--- src/ecpm_pkg.sv ---
// constants shared by the configuration preload loader and its mapper
// assumes a 16-bit word serial memory image and a 12-bit config offset space
package ecpm_pkg;

    // ************************************************************
    // image layout (word indices; the read byte address is twice the index)
    // ************************************************************
    localparam logic [15:0] ECPM_SIGNATURE   = 16'h1516;
    localparam logic [7:0]  ECPM_EE_SIG_ADDR = 8'h00;
    localparam logic [2:0]  ECPM_W_SIG       = 3'h0;
    localparam logic [2:0]  ECPM_W_VID       = 3'h1;
    localparam logic [2:0]  ECPM_W_DID       = 3'h2;
    localparam logic [2:0]  ECPM_W_CAP       = 3'h3;
    localparam logic [2:0]  ECPM_W_SSVID     = 3'h4;
    localparam logic [2:0]  ECPM_W_SSID      = 3'h5;
    localparam logic [2:0]  ECPM_W_MISC      = 3'h6;
    localparam logic [2:0]  ECPM_W_LAST      = 3'h6;

    // ************************************************************
    // port range
    // ************************************************************
    localparam logic [2:0]  ECPM_PORT_UP     = 3'h0;
    localparam logic [2:0]  ECPM_PORT_LAST   = 3'h5;

    // ************************************************************
    // configuration offsets
    // ************************************************************
    localparam logic [11:0] ECPM_OFF_ID      = 12'h000;
    localparam logic [11:0] ECPM_OFF_SSID    = 12'h0B4;
    localparam logic [11:0] ECPM_OFF_VC      = 12'h144;
    localparam logic [11:0] ECPM_OFF_LINK    = 12'h0CC;
    localparam logic [11:0] ECPM_OFF_SWMODE  = 12'h074;
    localparam logic [11:0] ECPM_OFF_DEVCAP  = 12'h0C4;
    localparam logic [11:0] ECPM_OFF_CAPDIS  = 12'h070;
    localparam logic [11:0] ECPM_OFF_TLCSR   = 12'h08C;

    // ************************************************************
    // field positions in configuration registers
    // ************************************************************
    localparam int ECPM_B_VC       = 0;
    localparam int ECPM_B_L0S      = 12;
    localparam int ECPM_B_L1       = 15;
    localparam int ECPM_B_CLKPM    = 18;
    localparam int ECPM_B_SF       = 0;
    localparam int ECPM_B_CTTH     = 1;
    localparam int ECPM_B_ARB      = 3;
    localparam int ECPM_B_CRED     = 4;
    localparam int ECPM_B_NOEGR    = 5;
    localparam int ECPM_B_NOTAG    = 6;
    localparam int ECPM_B_NPSF     = 7;
    localparam int ECPM_B_PARDIS   = 15;
    localparam int ECPM_B_MPS      = 0;
    localparam int ECPM_B_RBER     = 15;
    localparam int ECPM_B_ASPM     = 10;
    localparam int ECPM_B_LBN      = 21;
    localparam int ECPM_B_PMDIS    = 13;
    localparam int ECPM_B_MSIDIS   = 14;
    localparam int ECPM_B_SOFLAT   = 0;
    localparam int ECPM_B_PPNP     = 5;
    localparam int ECPM_B_FROZEN   = 6;

    localparam logic [31:0] ECPM_M_LO16    = 32'h0000FFFF;
    localparam logic [31:0] ECPM_M_HI16    = 32'hFFFF0000;
    localparam logic [31:0] ECPM_M_VC      = 32'h00000001;
    localparam logic [31:0] ECPM_M_LINKCAP = 32'h0007F000;
    localparam logic [31:0] ECPM_M_SWMODE  = 32'h000000FF;
    localparam logic [31:0] ECPM_M_DEVCAP  = 32'h00008003;
    localparam logic [31:0] ECPM_M_ASPM    = 32'h00000C00;
    localparam logic [31:0] ECPM_M_LBN     = 32'h00200000;
    localparam logic [31:0] ECPM_M_CAPDIS  = 32'h00006000;
    localparam logic [31:0] ECPM_M_PARDIS  = 32'h00008000;
    localparam logic [31:0] ECPM_M_TLCSR   = 32'h00000061;

    // ************************************************************
    // software registers and fields
    // ************************************************************
    localparam logic [7:0]  ECPM_REG_CTRL    = 8'h00;
    localparam logic [7:0]  ECPM_REG_STATUS  = 8'h04;
    localparam logic [7:0]  ECPM_REG_SIGWORD = 8'h08;
    localparam int          ECPM_CTRL_RELOAD = 0;
    localparam int          ECPM_ST_BUSY     = 0;
    localparam int          ECPM_ST_DONE     = 1;
    localparam int          ECPM_ST_SIGOK    = 2;
    localparam int          ECPM_ST_SIGBAD   = 3;

endpackage : ecpm_pkg

--- src/ecpm_mapper.sv ---
// image word to configuration write mapping, purely combinational
// assumes the caller walks slot and port and keeps word data stable
`timescale 1ns/1ps
module ecpm_mapper
    import ecpm_pkg::*;
(
    input  wire logic [2:0]  word_sel,
    input  wire logic [2:0]  port_idx,
    input  wire logic [2:0]  slot,
    input  wire logic [15:0] word_data,
    output logic             hit,
    output logic             last_slot,
    output logic [11:0]      offset,
    output logic [31:0]      data,
    output logic [31:0]      mask
);

    // ************************************************************
    // decode
    // ************************************************************
    wire logic        up_port = (port_idx == ECPM_PORT_UP);
    wire logic [15:0] d       = word_data;
    wire logic [31:0] cap_cc  = {13'h0, d[7], d[6:4], d[3:1], 12'h0};
    wire logic [31:0] cap_74  = {24'h0, d[15], d[9], d[8], d[14],
                                 d[13], d[12:11], d[10]};
    wire logic [31:0] msc_c4  = {16'h0, d[4], 13'h0, d[1:0]};
    wire logic [31:0] msc_cc  = {10'h0, d[9], 9'h0, d[3:2], 10'h0};
    wire logic [31:0] msc_70  = {17'h0, d[5], d[7], 13'h0};
    wire logic [31:0] msc_74  = {16'h0, d[6], 15'h0};
    wire logic [31:0] msc_8c  = {25'h0, d[10], d[8], 4'h0, d[11]};
    wire logic [31:0] lbn_m   = up_port ? 32'h0 : ECPM_M_LBN;

    always_comb begin
        hit       = 1'b0;
        last_slot = 1'b1;
        offset    = 12'h000;
        data      = 32'h0;
        mask      = 32'h0;
        case (word_sel)
            ECPM_W_VID, ECPM_W_DID: begin
                // identity fields live only in the upstream function
                hit    = up_port && (slot == 3'h0);
                offset = ECPM_OFF_ID;
                data   = {d, d};
                mask   = (word_sel == ECPM_W_VID) ? ECPM_M_LO16
                                                  : ECPM_M_HI16;
            end
            ECPM_W_SSVID, ECPM_W_SSID: begin
                hit    = up_port && (slot == 3'h0);
                offset = ECPM_OFF_SSID;
                data   = {d, d};
                mask   = (word_sel == ECPM_W_SSVID) ? ECPM_M_LO16
                                                    : ECPM_M_HI16;
            end
            ECPM_W_CAP: begin
                last_slot = (slot == 3'h2);
                case (slot)
                    3'h0: begin
                        hit    = 1'b1;
                        offset = ECPM_OFF_VC;
                        data   = {31'h0, d[0]};
                        mask   = ECPM_M_VC;
                    end
                    3'h1: begin
                        hit    = 1'b1;
                        offset = ECPM_OFF_LINK;
                        data   = cap_cc;
                        mask   = ECPM_M_LINKCAP;
                    end
                    3'h2: begin
                        hit    = up_port;
                        offset = ECPM_OFF_SWMODE;
                        data   = cap_74;
                        mask   = ECPM_M_SWMODE;
                    end
                    default: begin
                        hit = 1'b0;
                    end
                endcase
            end
            ECPM_W_MISC: begin
                last_slot = (slot == 3'h4);
                hit       = (slot <= 3'h4);
                case (slot)
                    3'h0: begin
                        offset = ECPM_OFF_DEVCAP;
                        data   = msc_c4;
                        mask   = ECPM_M_DEVCAP;
                    end
                    3'h1: begin
                        offset = ECPM_OFF_LINK;
                        data   = msc_cc;
                        mask   = ECPM_M_ASPM | lbn_m;
                    end
                    3'h2: begin
                        offset = ECPM_OFF_CAPDIS;
                        data   = msc_70;
                        mask   = ECPM_M_CAPDIS;
                    end
                    3'h3: begin
                        offset = ECPM_OFF_SWMODE;
                        data   = msc_74;
                        mask   = ECPM_M_PARDIS;
                    end
                    default: begin
                        offset = ECPM_OFF_TLCSR;
                        data   = msc_8c;
                        mask   = ECPM_M_TLCSR;
                    end
                endcase
            end
            default: begin
                hit = 1'b0;
            end
        endcase
    end

endmodule : ecpm_mapper

--- src/ecpm_loader.sv ---
// configuration preload loader: reads the image, checks it, writes config
// assumes memory answers each read with one ee_valid pulse, config never stalls
//
// The register offsets and the plain strobed port were decided locally.
`timescale 1ns/1ps
module ecpm_loader
    import ecpm_pkg::*;
(
    input  wire logic        ref_clk,
    input  wire logic        rst_n,
    input  wire logic [7:0]  reg_addr,
    input  wire logic [31:0] reg_wdata,
    input  wire logic        reg_wr,
    input  wire logic        reg_rd,
    output logic [31:0]      reg_rdata_reg,
    output logic             ee_req_reg,
    output logic [7:0]       ee_addr_reg,
    input  wire logic [15:0] ee_data,
    input  wire logic        ee_valid,
    output logic             cfg_wr_reg,
    output logic [2:0]       cfg_port_reg,
    output logic [11:0]      cfg_offset_reg,
    output logic [31:0]      cfg_data_reg,
    output logic [31:0]      cfg_mask_reg,
    output logic             load_done_reg
);

    // ************************************************************
    // state
    // ************************************************************
    typedef enum logic [2:0] {
        ST_IDLE     = 3'h0,
        ST_SIG_REQ  = 3'h1,
        ST_SIG_WAIT = 3'h3,
        ST_WRD_REQ  = 3'h2,
        ST_WRD_WAIT = 3'h6,
        ST_EMIT     = 3'h7,
        ST_DONE     = 3'h5
    } ecpm_state_e;

    ecpm_state_e state_reg;
    ecpm_state_e state_next;
    logic        pend_reg;
    logic [2:0]  word_reg;
    logic [2:0]  word_next;
    logic [2:0]  port_reg;
    logic [2:0]  port_next;
    logic [2:0]  slot_reg;
    logic [2:0]  slot_next;
    logic [15:0] wdat_reg;
    logic [15:0] sig_word_reg;
    logic        sig_ok_reg;
    logic        sig_bad_reg;
    logic        map_hit;
    logic        map_last;
    logic [11:0] map_off;
    logic [31:0] map_data;
    logic [31:0] map_mask;

    // ************************************************************
    // register decode
    // ************************************************************
    wire logic idle_now   = (state_reg == ST_IDLE) || (state_reg == ST_DONE);
    wire logic wr_ctrl    = reg_wr && (reg_addr == ECPM_REG_CTRL);
    // reload while busy is dropped: a half-written image cannot restart
    wire logic reload_req = wr_ctrl && reg_wdata[ECPM_CTRL_RELOAD];
    wire logic start      = pend_reg && (state_reg == ST_IDLE);
    wire logic sig_match  = (ee_data == ECPM_SIGNATURE);
    wire logic sig_seen   = (state_reg == ST_SIG_WAIT) && ee_valid;
    wire logic emit_now   = (state_reg == ST_EMIT);
    wire logic port_end   = map_last && (port_reg == ECPM_PORT_LAST);
    wire logic word_end   = port_end && (word_reg == ECPM_W_LAST);
    wire logic [31:0] status_word = {28'h0, sig_bad_reg, sig_ok_reg,
                                     load_done_reg, !idle_now};
    wire logic [31:0] rd_mux =
        (reg_addr == ECPM_REG_CTRL)    ? 32'h0 :
        (reg_addr == ECPM_REG_STATUS)  ? status_word :
        (reg_addr == ECPM_REG_SIGWORD) ? {16'h0, sig_word_reg} : 32'h0;

    // ************************************************************
    // mapping of the current word, port and slot
    // ************************************************************
    ecpm_mapper u_map (
        .word_sel  (word_reg),
        .port_idx  (port_reg),
        .slot      (slot_reg),
        .word_data (wdat_reg),
        .hit       (map_hit),
        .last_slot (map_last),
        .offset    (map_off),
        .data      (map_data),
        .mask      (map_mask)
    );

    // ************************************************************
    // sequencer
    // ************************************************************
    always_comb begin
        state_next = state_reg;
        word_next  = word_reg;
        port_next  = port_reg;
        slot_next  = slot_reg;
        case (state_reg)
            ST_IDLE: begin
                if (pend_reg) begin
                    state_next = ST_SIG_REQ;
                end
            end
            ST_SIG_REQ: begin
                state_next = ST_SIG_WAIT;
            end
            ST_SIG_WAIT: begin
                if (ee_valid) begin
                    // mismatch jumps to done: nothing is written
                    state_next = sig_match ? ST_WRD_REQ : ST_DONE;
                    word_next  = ECPM_W_VID;
                end
            end
            ST_WRD_REQ: begin
                state_next = ST_WRD_WAIT;
            end
            ST_WRD_WAIT: begin
                if (ee_valid) begin
                    state_next = ST_EMIT;
                    port_next  = ECPM_PORT_UP;
                    slot_next  = 3'h0;
                end
            end
            ST_EMIT: begin
                if (!map_last) begin
                    slot_next = slot_reg + 3'h1;
                end else if (!port_end) begin
                    slot_next = 3'h0;
                    port_next = port_reg + 3'h1;
                end else if (!word_end) begin
                    word_next  = word_reg + 3'h1;
                    state_next = ST_WRD_REQ;
                end else begin
                    state_next = ST_DONE;
                end
            end
            ST_DONE: begin
                state_next = ST_IDLE;
            end
            default: begin
                state_next = ST_IDLE;
            end
        endcase
    end

    always_ff @(posedge ref_clk or negedge rst_n) begin
        if (!rst_n) begin
            state_reg <= ST_IDLE;
            word_reg  <= ECPM_W_SIG;
            port_reg  <= 3'h0;
            slot_reg  <= 3'h0;
        end else begin
            state_reg <= state_next;
            word_reg  <= word_next;
            port_reg  <= port_next;
            slot_reg  <= slot_next;
        end
    end

    // ************************************************************
    // start request and status flags
    // ************************************************************
    always_ff @(posedge ref_clk or negedge rst_n) begin
        if (!rst_n) begin
            pend_reg <= 1'b1;
        end else if (start) begin
            pend_reg <= 1'b0;
        end else if (reload_req && idle_now) begin
            pend_reg <= 1'b1;
        end
    end

    always_ff @(posedge ref_clk or negedge rst_n) begin
        if (!rst_n) begin
            sig_ok_reg    <= 1'b0;
            sig_bad_reg   <= 1'b0;
            load_done_reg <= 1'b0;
            sig_word_reg  <= 16'h0;
        end else if (start) begin
            sig_ok_reg    <= 1'b0;
            sig_bad_reg   <= 1'b0;
            load_done_reg <= 1'b0;
        end else begin
            if (sig_seen) begin
                sig_word_reg <= ee_data;
                sig_ok_reg   <= sig_match;
                sig_bad_reg  <= !sig_match;
            end
            if (state_reg == ST_DONE) begin
                load_done_reg <= 1'b1;
            end
        end
    end

    // ************************************************************
    // image memory reads
    // ************************************************************
    always_ff @(posedge ref_clk or negedge rst_n) begin
        if (!rst_n) begin
            ee_req_reg  <= 1'b0;
            ee_addr_reg <= 8'h00;
            wdat_reg    <= 16'h0;
        end else begin
            ee_req_reg <= (state_next == ST_SIG_REQ)
                       || (state_next == ST_WRD_REQ);
            if (state_next == ST_SIG_REQ) begin
                ee_addr_reg <= ECPM_EE_SIG_ADDR;
            end else if (state_next == ST_WRD_REQ) begin
                ee_addr_reg <= {4'h0, word_next, 1'b0};
            end
            if ((state_reg == ST_WRD_WAIT) && ee_valid) begin
                wdat_reg <= ee_data;
            end
        end
    end

    // ************************************************************
    // configuration writes
    // ************************************************************
    always_ff @(posedge ref_clk or negedge rst_n) begin
        if (!rst_n) begin
            cfg_wr_reg     <= 1'b0;
            cfg_port_reg   <= 3'h0;
            cfg_offset_reg <= 12'h000;
            cfg_data_reg   <= 32'h0;
            cfg_mask_reg   <= 32'h0;
        end else begin
            cfg_wr_reg <= emit_now && map_hit && sig_ok_reg;
            if (emit_now) begin
                cfg_port_reg   <= port_reg;
                cfg_offset_reg <= map_off;
                cfg_data_reg   <= map_data & map_mask;
                cfg_mask_reg   <= map_mask;
            end
        end
    end

    // ************************************************************
    // register read port
    // ************************************************************
    always_ff @(posedge ref_clk or negedge rst_n) begin
        if (!rst_n) begin
            reg_rdata_reg <= 32'h0;
        end else begin
            reg_rdata_reg <= reg_rd ? rd_mux : 32'h0;
        end
    end

    // ************************************************************
    // checks
    // ************************************************************
    a_bad_sig_done: assert property (@(posedge ref_clk) disable iff (!rst_n)
        sig_seen && !sig_match |=> state_reg == ST_DONE ##1 load_done_reg)
        else $error("bad signature did not end the load");
    a_no_write_bad: assert property (@(posedge ref_clk) disable iff (!rst_n)
        cfg_wr_reg |-> sig_ok_reg && !sig_bad_reg)
        else $error("config write without valid signature");
    a_id_port_zero: assert property (@(posedge ref_clk) disable iff (!rst_n)
        cfg_wr_reg && (cfg_offset_reg == ECPM_OFF_ID
                       || cfg_offset_reg == ECPM_OFF_SSID)
        |-> cfg_port_reg == ECPM_PORT_UP
            && (cfg_mask_reg == ECPM_M_LO16 || cfg_mask_reg == ECPM_M_HI16)
            && cfg_data_reg == ({wdat_reg, wdat_reg} & cfg_mask_reg))
        else $error("identifier write to wrong port");
    a_vc_count: assert property (@(posedge ref_clk) disable iff (!rst_n)
        cfg_wr_reg && cfg_offset_reg == ECPM_OFF_VC
        |-> cfg_mask_reg == ECPM_M_VC && cfg_data_reg[0] == wdat_reg[0])
        else $error("extended channel count mis-loaded");
    a_link_latency: assert property (@(posedge ref_clk) disable iff (!rst_n)
        cfg_wr_reg && cfg_offset_reg == ECPM_OFF_LINK
        && word_reg == ECPM_W_CAP
        |-> cfg_data_reg[17:12] == {wdat_reg[6:4], wdat_reg[3:1]}
            && cfg_data_reg[18] == wdat_reg[7])
        else $error("exit latency fields mis-loaded");
    a_swmode_port0: assert property (@(posedge ref_clk) disable iff (!rst_n)
        cfg_wr_reg && cfg_mask_reg == ECPM_M_SWMODE
        |-> cfg_port_reg == ECPM_PORT_UP
            && cfg_data_reg[7:0] == {wdat_reg[15], wdat_reg[9:8],
                                     wdat_reg[14:13], wdat_reg[12:10]})
        else $error("switch mode written off port 0");
    a_payload_rber: assert property (@(posedge ref_clk) disable iff (!rst_n)
        cfg_wr_reg && cfg_offset_reg == ECPM_OFF_DEVCAP
        |-> cfg_data_reg[1:0] == wdat_reg[1:0]
            && cfg_data_reg[15] == wdat_reg[4])
        else $error("payload or error reporting mis-loaded");
    a_bw_notify: assert property (@(posedge ref_clk) disable iff (!rst_n)
        cfg_wr_reg && word_reg == ECPM_W_MISC
        && cfg_offset_reg == ECPM_OFF_LINK
        |-> cfg_mask_reg[21] == (cfg_port_reg != ECPM_PORT_UP))
        else $error("bandwidth notification port range wrong");
    a_order_bits: assert property (@(posedge ref_clk) disable iff (!rst_n)
        cfg_wr_reg && cfg_offset_reg == ECPM_OFF_TLCSR
        |-> cfg_data_reg[6:5] == {wdat_reg[10], wdat_reg[8]}
            && cfg_data_reg[0] == wdat_reg[11])
        else $error("ordering controls mis-loaded");
    a_req_pulse: assert property (@(posedge ref_clk) disable iff (!rst_n)
        ee_req_reg |=> !ee_req_reg)
        else $error("memory request longer than one cycle");
    a_ee_addr_range: assert property (@(posedge ref_clk) disable iff (!rst_n)
        ee_req_reg |-> ee_addr_reg[7:4] == 4'h0 && !ee_addr_reg[0]
            && ee_addr_reg[3:1] <= ECPM_W_LAST)
        else $error("image read outside the image");
    a_aspm_bits: assert property (@(posedge ref_clk) disable iff (!rst_n)
        cfg_wr_reg && word_reg == ECPM_W_MISC
        && cfg_offset_reg == ECPM_OFF_LINK
        |-> cfg_data_reg[11:10] == wdat_reg[3:2]
            && cfg_data_reg[21] == (wdat_reg[9]
                                    && cfg_port_reg != ECPM_PORT_UP))
        else $error("link power levels mis-loaded");
    a_capdis_bits: assert property (@(posedge ref_clk) disable iff (!rst_n)
        cfg_wr_reg && cfg_offset_reg == ECPM_OFF_CAPDIS
        |-> cfg_data_reg[14:13] == {wdat_reg[5], wdat_reg[7]})
        else $error("capability disable bits mis-loaded");
    a_pardis_bit: assert property (@(posedge ref_clk) disable iff (!rst_n)
        cfg_wr_reg && cfg_mask_reg == ECPM_M_PARDIS
        |-> cfg_offset_reg == ECPM_OFF_SWMODE
            && cfg_data_reg[15] == wdat_reg[6])
        else $error("compliance parity disable mis-loaded");
    // a restart mid-image would mix two images in config space
    a_reload_busy: assert property (@(posedge ref_clk) disable iff (!rst_n)
        reload_req && !idle_now |=> !pend_reg)
        else $error("reload accepted while busy");
    a_start_clears: assert property (@(posedge ref_clk) disable iff (!rst_n)
        start |=> !load_done_reg && !sig_ok_reg && !sig_bad_reg)
        else $error("status flags not cleared at start");
    a_sig_flags: assert property (@(posedge ref_clk) disable iff (!rst_n)
        sig_ok_reg |-> !sig_bad_reg)
        else $error("signature good and bad together");
    a_rdata_idle: assert property (@(posedge ref_clk) disable iff (!rst_n)
        !reg_rd |=> reg_rdata_reg == 32'h0)
        else $error("read data without a read strobe");

endmodule : ecpm_loader

--- config.mk ---
export PLATFORM = sky130hd
export DESIGN_NAME = ecpm_loader
export DESIGN_NICKNAME = d
export VERILOG_FILES = /design/src/ecpm_pkg.sv /design/src/ecpm_mapper.sv /design/src/ecpm_loader.sv
export SDC_FILE = /design/constraint.sdc
export NUM_CORES = 1
export LEC_CHECK = 0
export ABC_AREA = 1
export BUFFER_PORTS_ARGS = -buffer_cell sky130_fd_sc_hd__buf_2
export CAP_MARGIN = 10
export CORE_ASPECT_RATIO = 1.25
export CORE_MARGIN = 8
export CORE_UTILIZATION = 45
export CTS_BUF_LIST = sky130_fd_sc_hd__clkbuf_2 sky130_fd_sc_hd__clkbuf_4 sky130_fd_sc_hd__clkbuf_8
export DETAILED_ROUTE_END_ITERATION = 8
export PLACE_DENSITY = 0.74
export RECOVER_POWER = 25
export SYNTH_ARGS = -nofsm -noshare
export SYNTH_HDL_FRONTEND = slang
export SYNTH_SLANG_ARGS = --single-unit
export TNS_END_PERCENT = 50
--- constraint.sdc ---
create_clock -name ref_clk -period 1.9 [get_ports ref_clk]
set_clock_uncertainty 0.15 [all_clocks]
set_input_delay 0.285 -clock ref_clk [delete_from_list [all_inputs] [get_ports ref_clk]]
set_output_delay 0.285 -clock ref_clk [all_outputs]
set_load 0.05 [all_outputs]
==> impl_metrics.ini <==
[run_status]
status = complete, but fails checks
violations = setup timing

[sta]
slew_violations = 0
fin_ws_ns = -0.113
relSlewSlack_pct = 22.7
final-hold-violation-count = 0
fmax_ghz = 0.497
setup_viol = 10
period_minus_slack_ns = 2.01
finalCritPeriodShare_pct = 106
worst_pin_slew_ns = 1.16
grt_setup_unrepaired = true

[critical_path]
crit_arrival_ns = 2.19
crit_path_cell_trace = inv_2 -> ha_4 -> buf_6 -> nand4_1 -> nand3_4 -> nand3_4 -> nand2_4 -> nand2_4 -> nor2_4 -> nand2_4 -> nand3_2 -> nand2_1
critical_path_class = reg2reg
crit_top_cell = nand2_4
cp.required_ns = 2.07
crit_family = simple AND/OR/NAND/NOR gates
critPathMaxStageDelay_ns = 0.43
start_kind = flip-flop
worstPathMaxFanout = 4
crit_buf_inv = 2
end_kind = flip-flop
cp_slowest_cell = dfrtp_1

[placement]
dpl_cell_area_sq_mm = 0.00672
routabilityCongestion = 0.953
numPlacedInstances = 962
hpwl_mm = 11.3
dp_slack_ns = -0.0721
port_buffers = 125

[floorplan]
ios = 183
die_w_um = 119
core_sq_mm = 0.0131
die_area_sq_mm = 0.0171
die_h_um = 144
fp-row-count = 47
start_util_pct = 45.5

[clocking]
clk_pin_slew_ns = 0.07
clockBufferDepth = 2
cts_sinks = 122
cts_buffers = 17
clk_latency_ns = 0.43
clockRootBuffer = clkbuf_8
h-tree-depth = 4
cts_tree = built

[synth]
ys.flop_type = dfrtp_1
syn_area_per_cell_sq_um = 8.85
syn_inst = 671
synth_edf_count = 0
synth-async-reset-ratio_pct = 100
yosysWarnings = 0
ys_seq_elements = 122
synth.distinct_cells = 42
synth_area_sq_mm = 0.00594
ys_seq_area_share_pct = 51.5

[grt]
grt_pass1_vias = 5047
grt_antenna_before_repair = 0
grt_pass1_wl_mm = 25.0
grt_max_degree = 69
grt_overflow_total = 0
grt_usage_pct = 18.3

[drt]
route.detailed.drc = 0
vias_per_cell = 4.94
ant_nets = 0
drt_iter0_drc = 385
vias = 5038
firstDrtPassIters = 7
wirelength_mm = 15.8
wire_per_inst_um = 15.5

[flow_run]
cap_viol_max_count = 0

[layout]
stdcell_count = 1020
antenna_cells = 0
design_area_sq_mm = 0.00769
fillers = 1160
syn_to_final_growth_pct = 29.6
final_cell_mix = nand2_1 (170), buf_2 (125), dfrtp_1 (121), o21ai_0 (55), inv_1 (48)
layout_commonest_cell = nand2_1
post-route-util_pct = 58.9
seq_area_sq_mm = 0.00305
multiInputGateArea_sq_mm = 0.00253
layout-drive-gt1-share_pct = 35.5
largest_reg_flops = 32
fin_nets = 910

[power]
p_leak_uw = 0.00409
ir_drop_v = 0.00121
pwr_density_cell_mw_per_mm2 = 1600

[min_path]
hp-class = in2reg
## routing by layer
| layer | GRT usage [%] | vias up | wire (um) |
|---|---|---|---|
| li1 | - | 2415 | - |
| met1 | 22.3 | 2392 | 6530 |
| met2 | 29.4 | 193 | 7780 |
| met3 | 4.65 | 38 | 1000 |
| met4 | 9.67 | 0 | 500 |
| met5 | 0 | - | 0 |
## cell type report
cell class	instances	area share, %
Clock inverter	11	2.16
Inverter	63	3.17
Timing Repair Buffer	189	15.6
Clock buffer	21	3.76
Sequential cell	122	39.7
Multi-Input combinational cell	443	32.8
Tap cell	171	2.78
## cell families (layout without fill, tap and decap cells)
group	count (synthesis)	count (layout)	synth area share [%]
fa+ha+maj	13	13	2.74
xor+xnor	1	1	0.148
other cells	1	26	0.0632
buf+inv	131	284	12.2
flops	122	122	51.5
simple gates	269	269	20.4
compound gates	134	134	12.9
## per-stage QoR
stage | hold slack [ns] | power (uW) | setup TNS [ns]
floorplan | -0.161 | 8110 | 0
global placement | 0.159 | 9100 | -0.283
detailed placement | 0.162 | 9210 | -0.664
CTS | 0.00159 | 12000 | -0.114
global route | 0.000833 | 13000 | -1.86
finish | 0.0178 | 12300 | -0.607
## worst min-delay path: cells and delay by family
family / cells / cell delay [ns]
buf+inv: 2 / 0.18
compound gates: 1 / 0.09
## report_power, final
group	switching, uW	total, uW	internal [uW]
Combinational	4080	5680	1590
Sequential	650	4030	3380
Clock	1040	2600	1560
## worst paths after layout
check                                              start  cells past startpoint  slack [ns]                            end
max                                word_reg[0]$_DFF_PN0_                     12       -0.11     ee_addr_reg[1]$_DFFE_PN0P_
min                                           ee_data[5]                      3        0.02        wdat_reg[5]$_DFFE_PN0P_
max reg2reg                        word_reg[0]$_DFF_PN0_                     12       -0.11     ee_addr_reg[1]$_DFFE_PN0P_
min reg2reg                cfg_offset_reg[8]$_DFFE_PN0P_                      2        0.32  cfg_offset_reg[8]$_DFFE_PN0P_
max in group asynchronous                          rst_n                      3        0.29        wdat_reg[8]$_DFFE_PN0P_
min in group asynchronous                          rst_n                      3        0.49  cfg_offset_reg[7]$_DFFE_PN0P_
## synthesized netlist by cell type, types with 8 or more instances
cell / n / area share (%)
buf_2: 8 / 0.67
nand2_1: 176 / 11
o21ai_1: 15 / 1.3
dfrtp_1: 121 / 51
nor2_1: 48 / 3.0
buf_4: 47 / 5.9
inv_1: 55 / 3.5
nand2_2: 9 / 0.95
o21ai_0: 67 / 5.6
a21oi_1: 22 / 1.9
ha_1: 13 / 2.7
nand3_1: 15 / 1.3
## timing repair
action,in CTS,in global routing
gates resized for setup,29,61
hold endpoints to repair,137,0
pin swaps,12,20
setup endpoints to repair,29,47
cloned,0,0
hold buffers,13,0
setup buffers,8,5
Power figures use the tool's default switching activity.
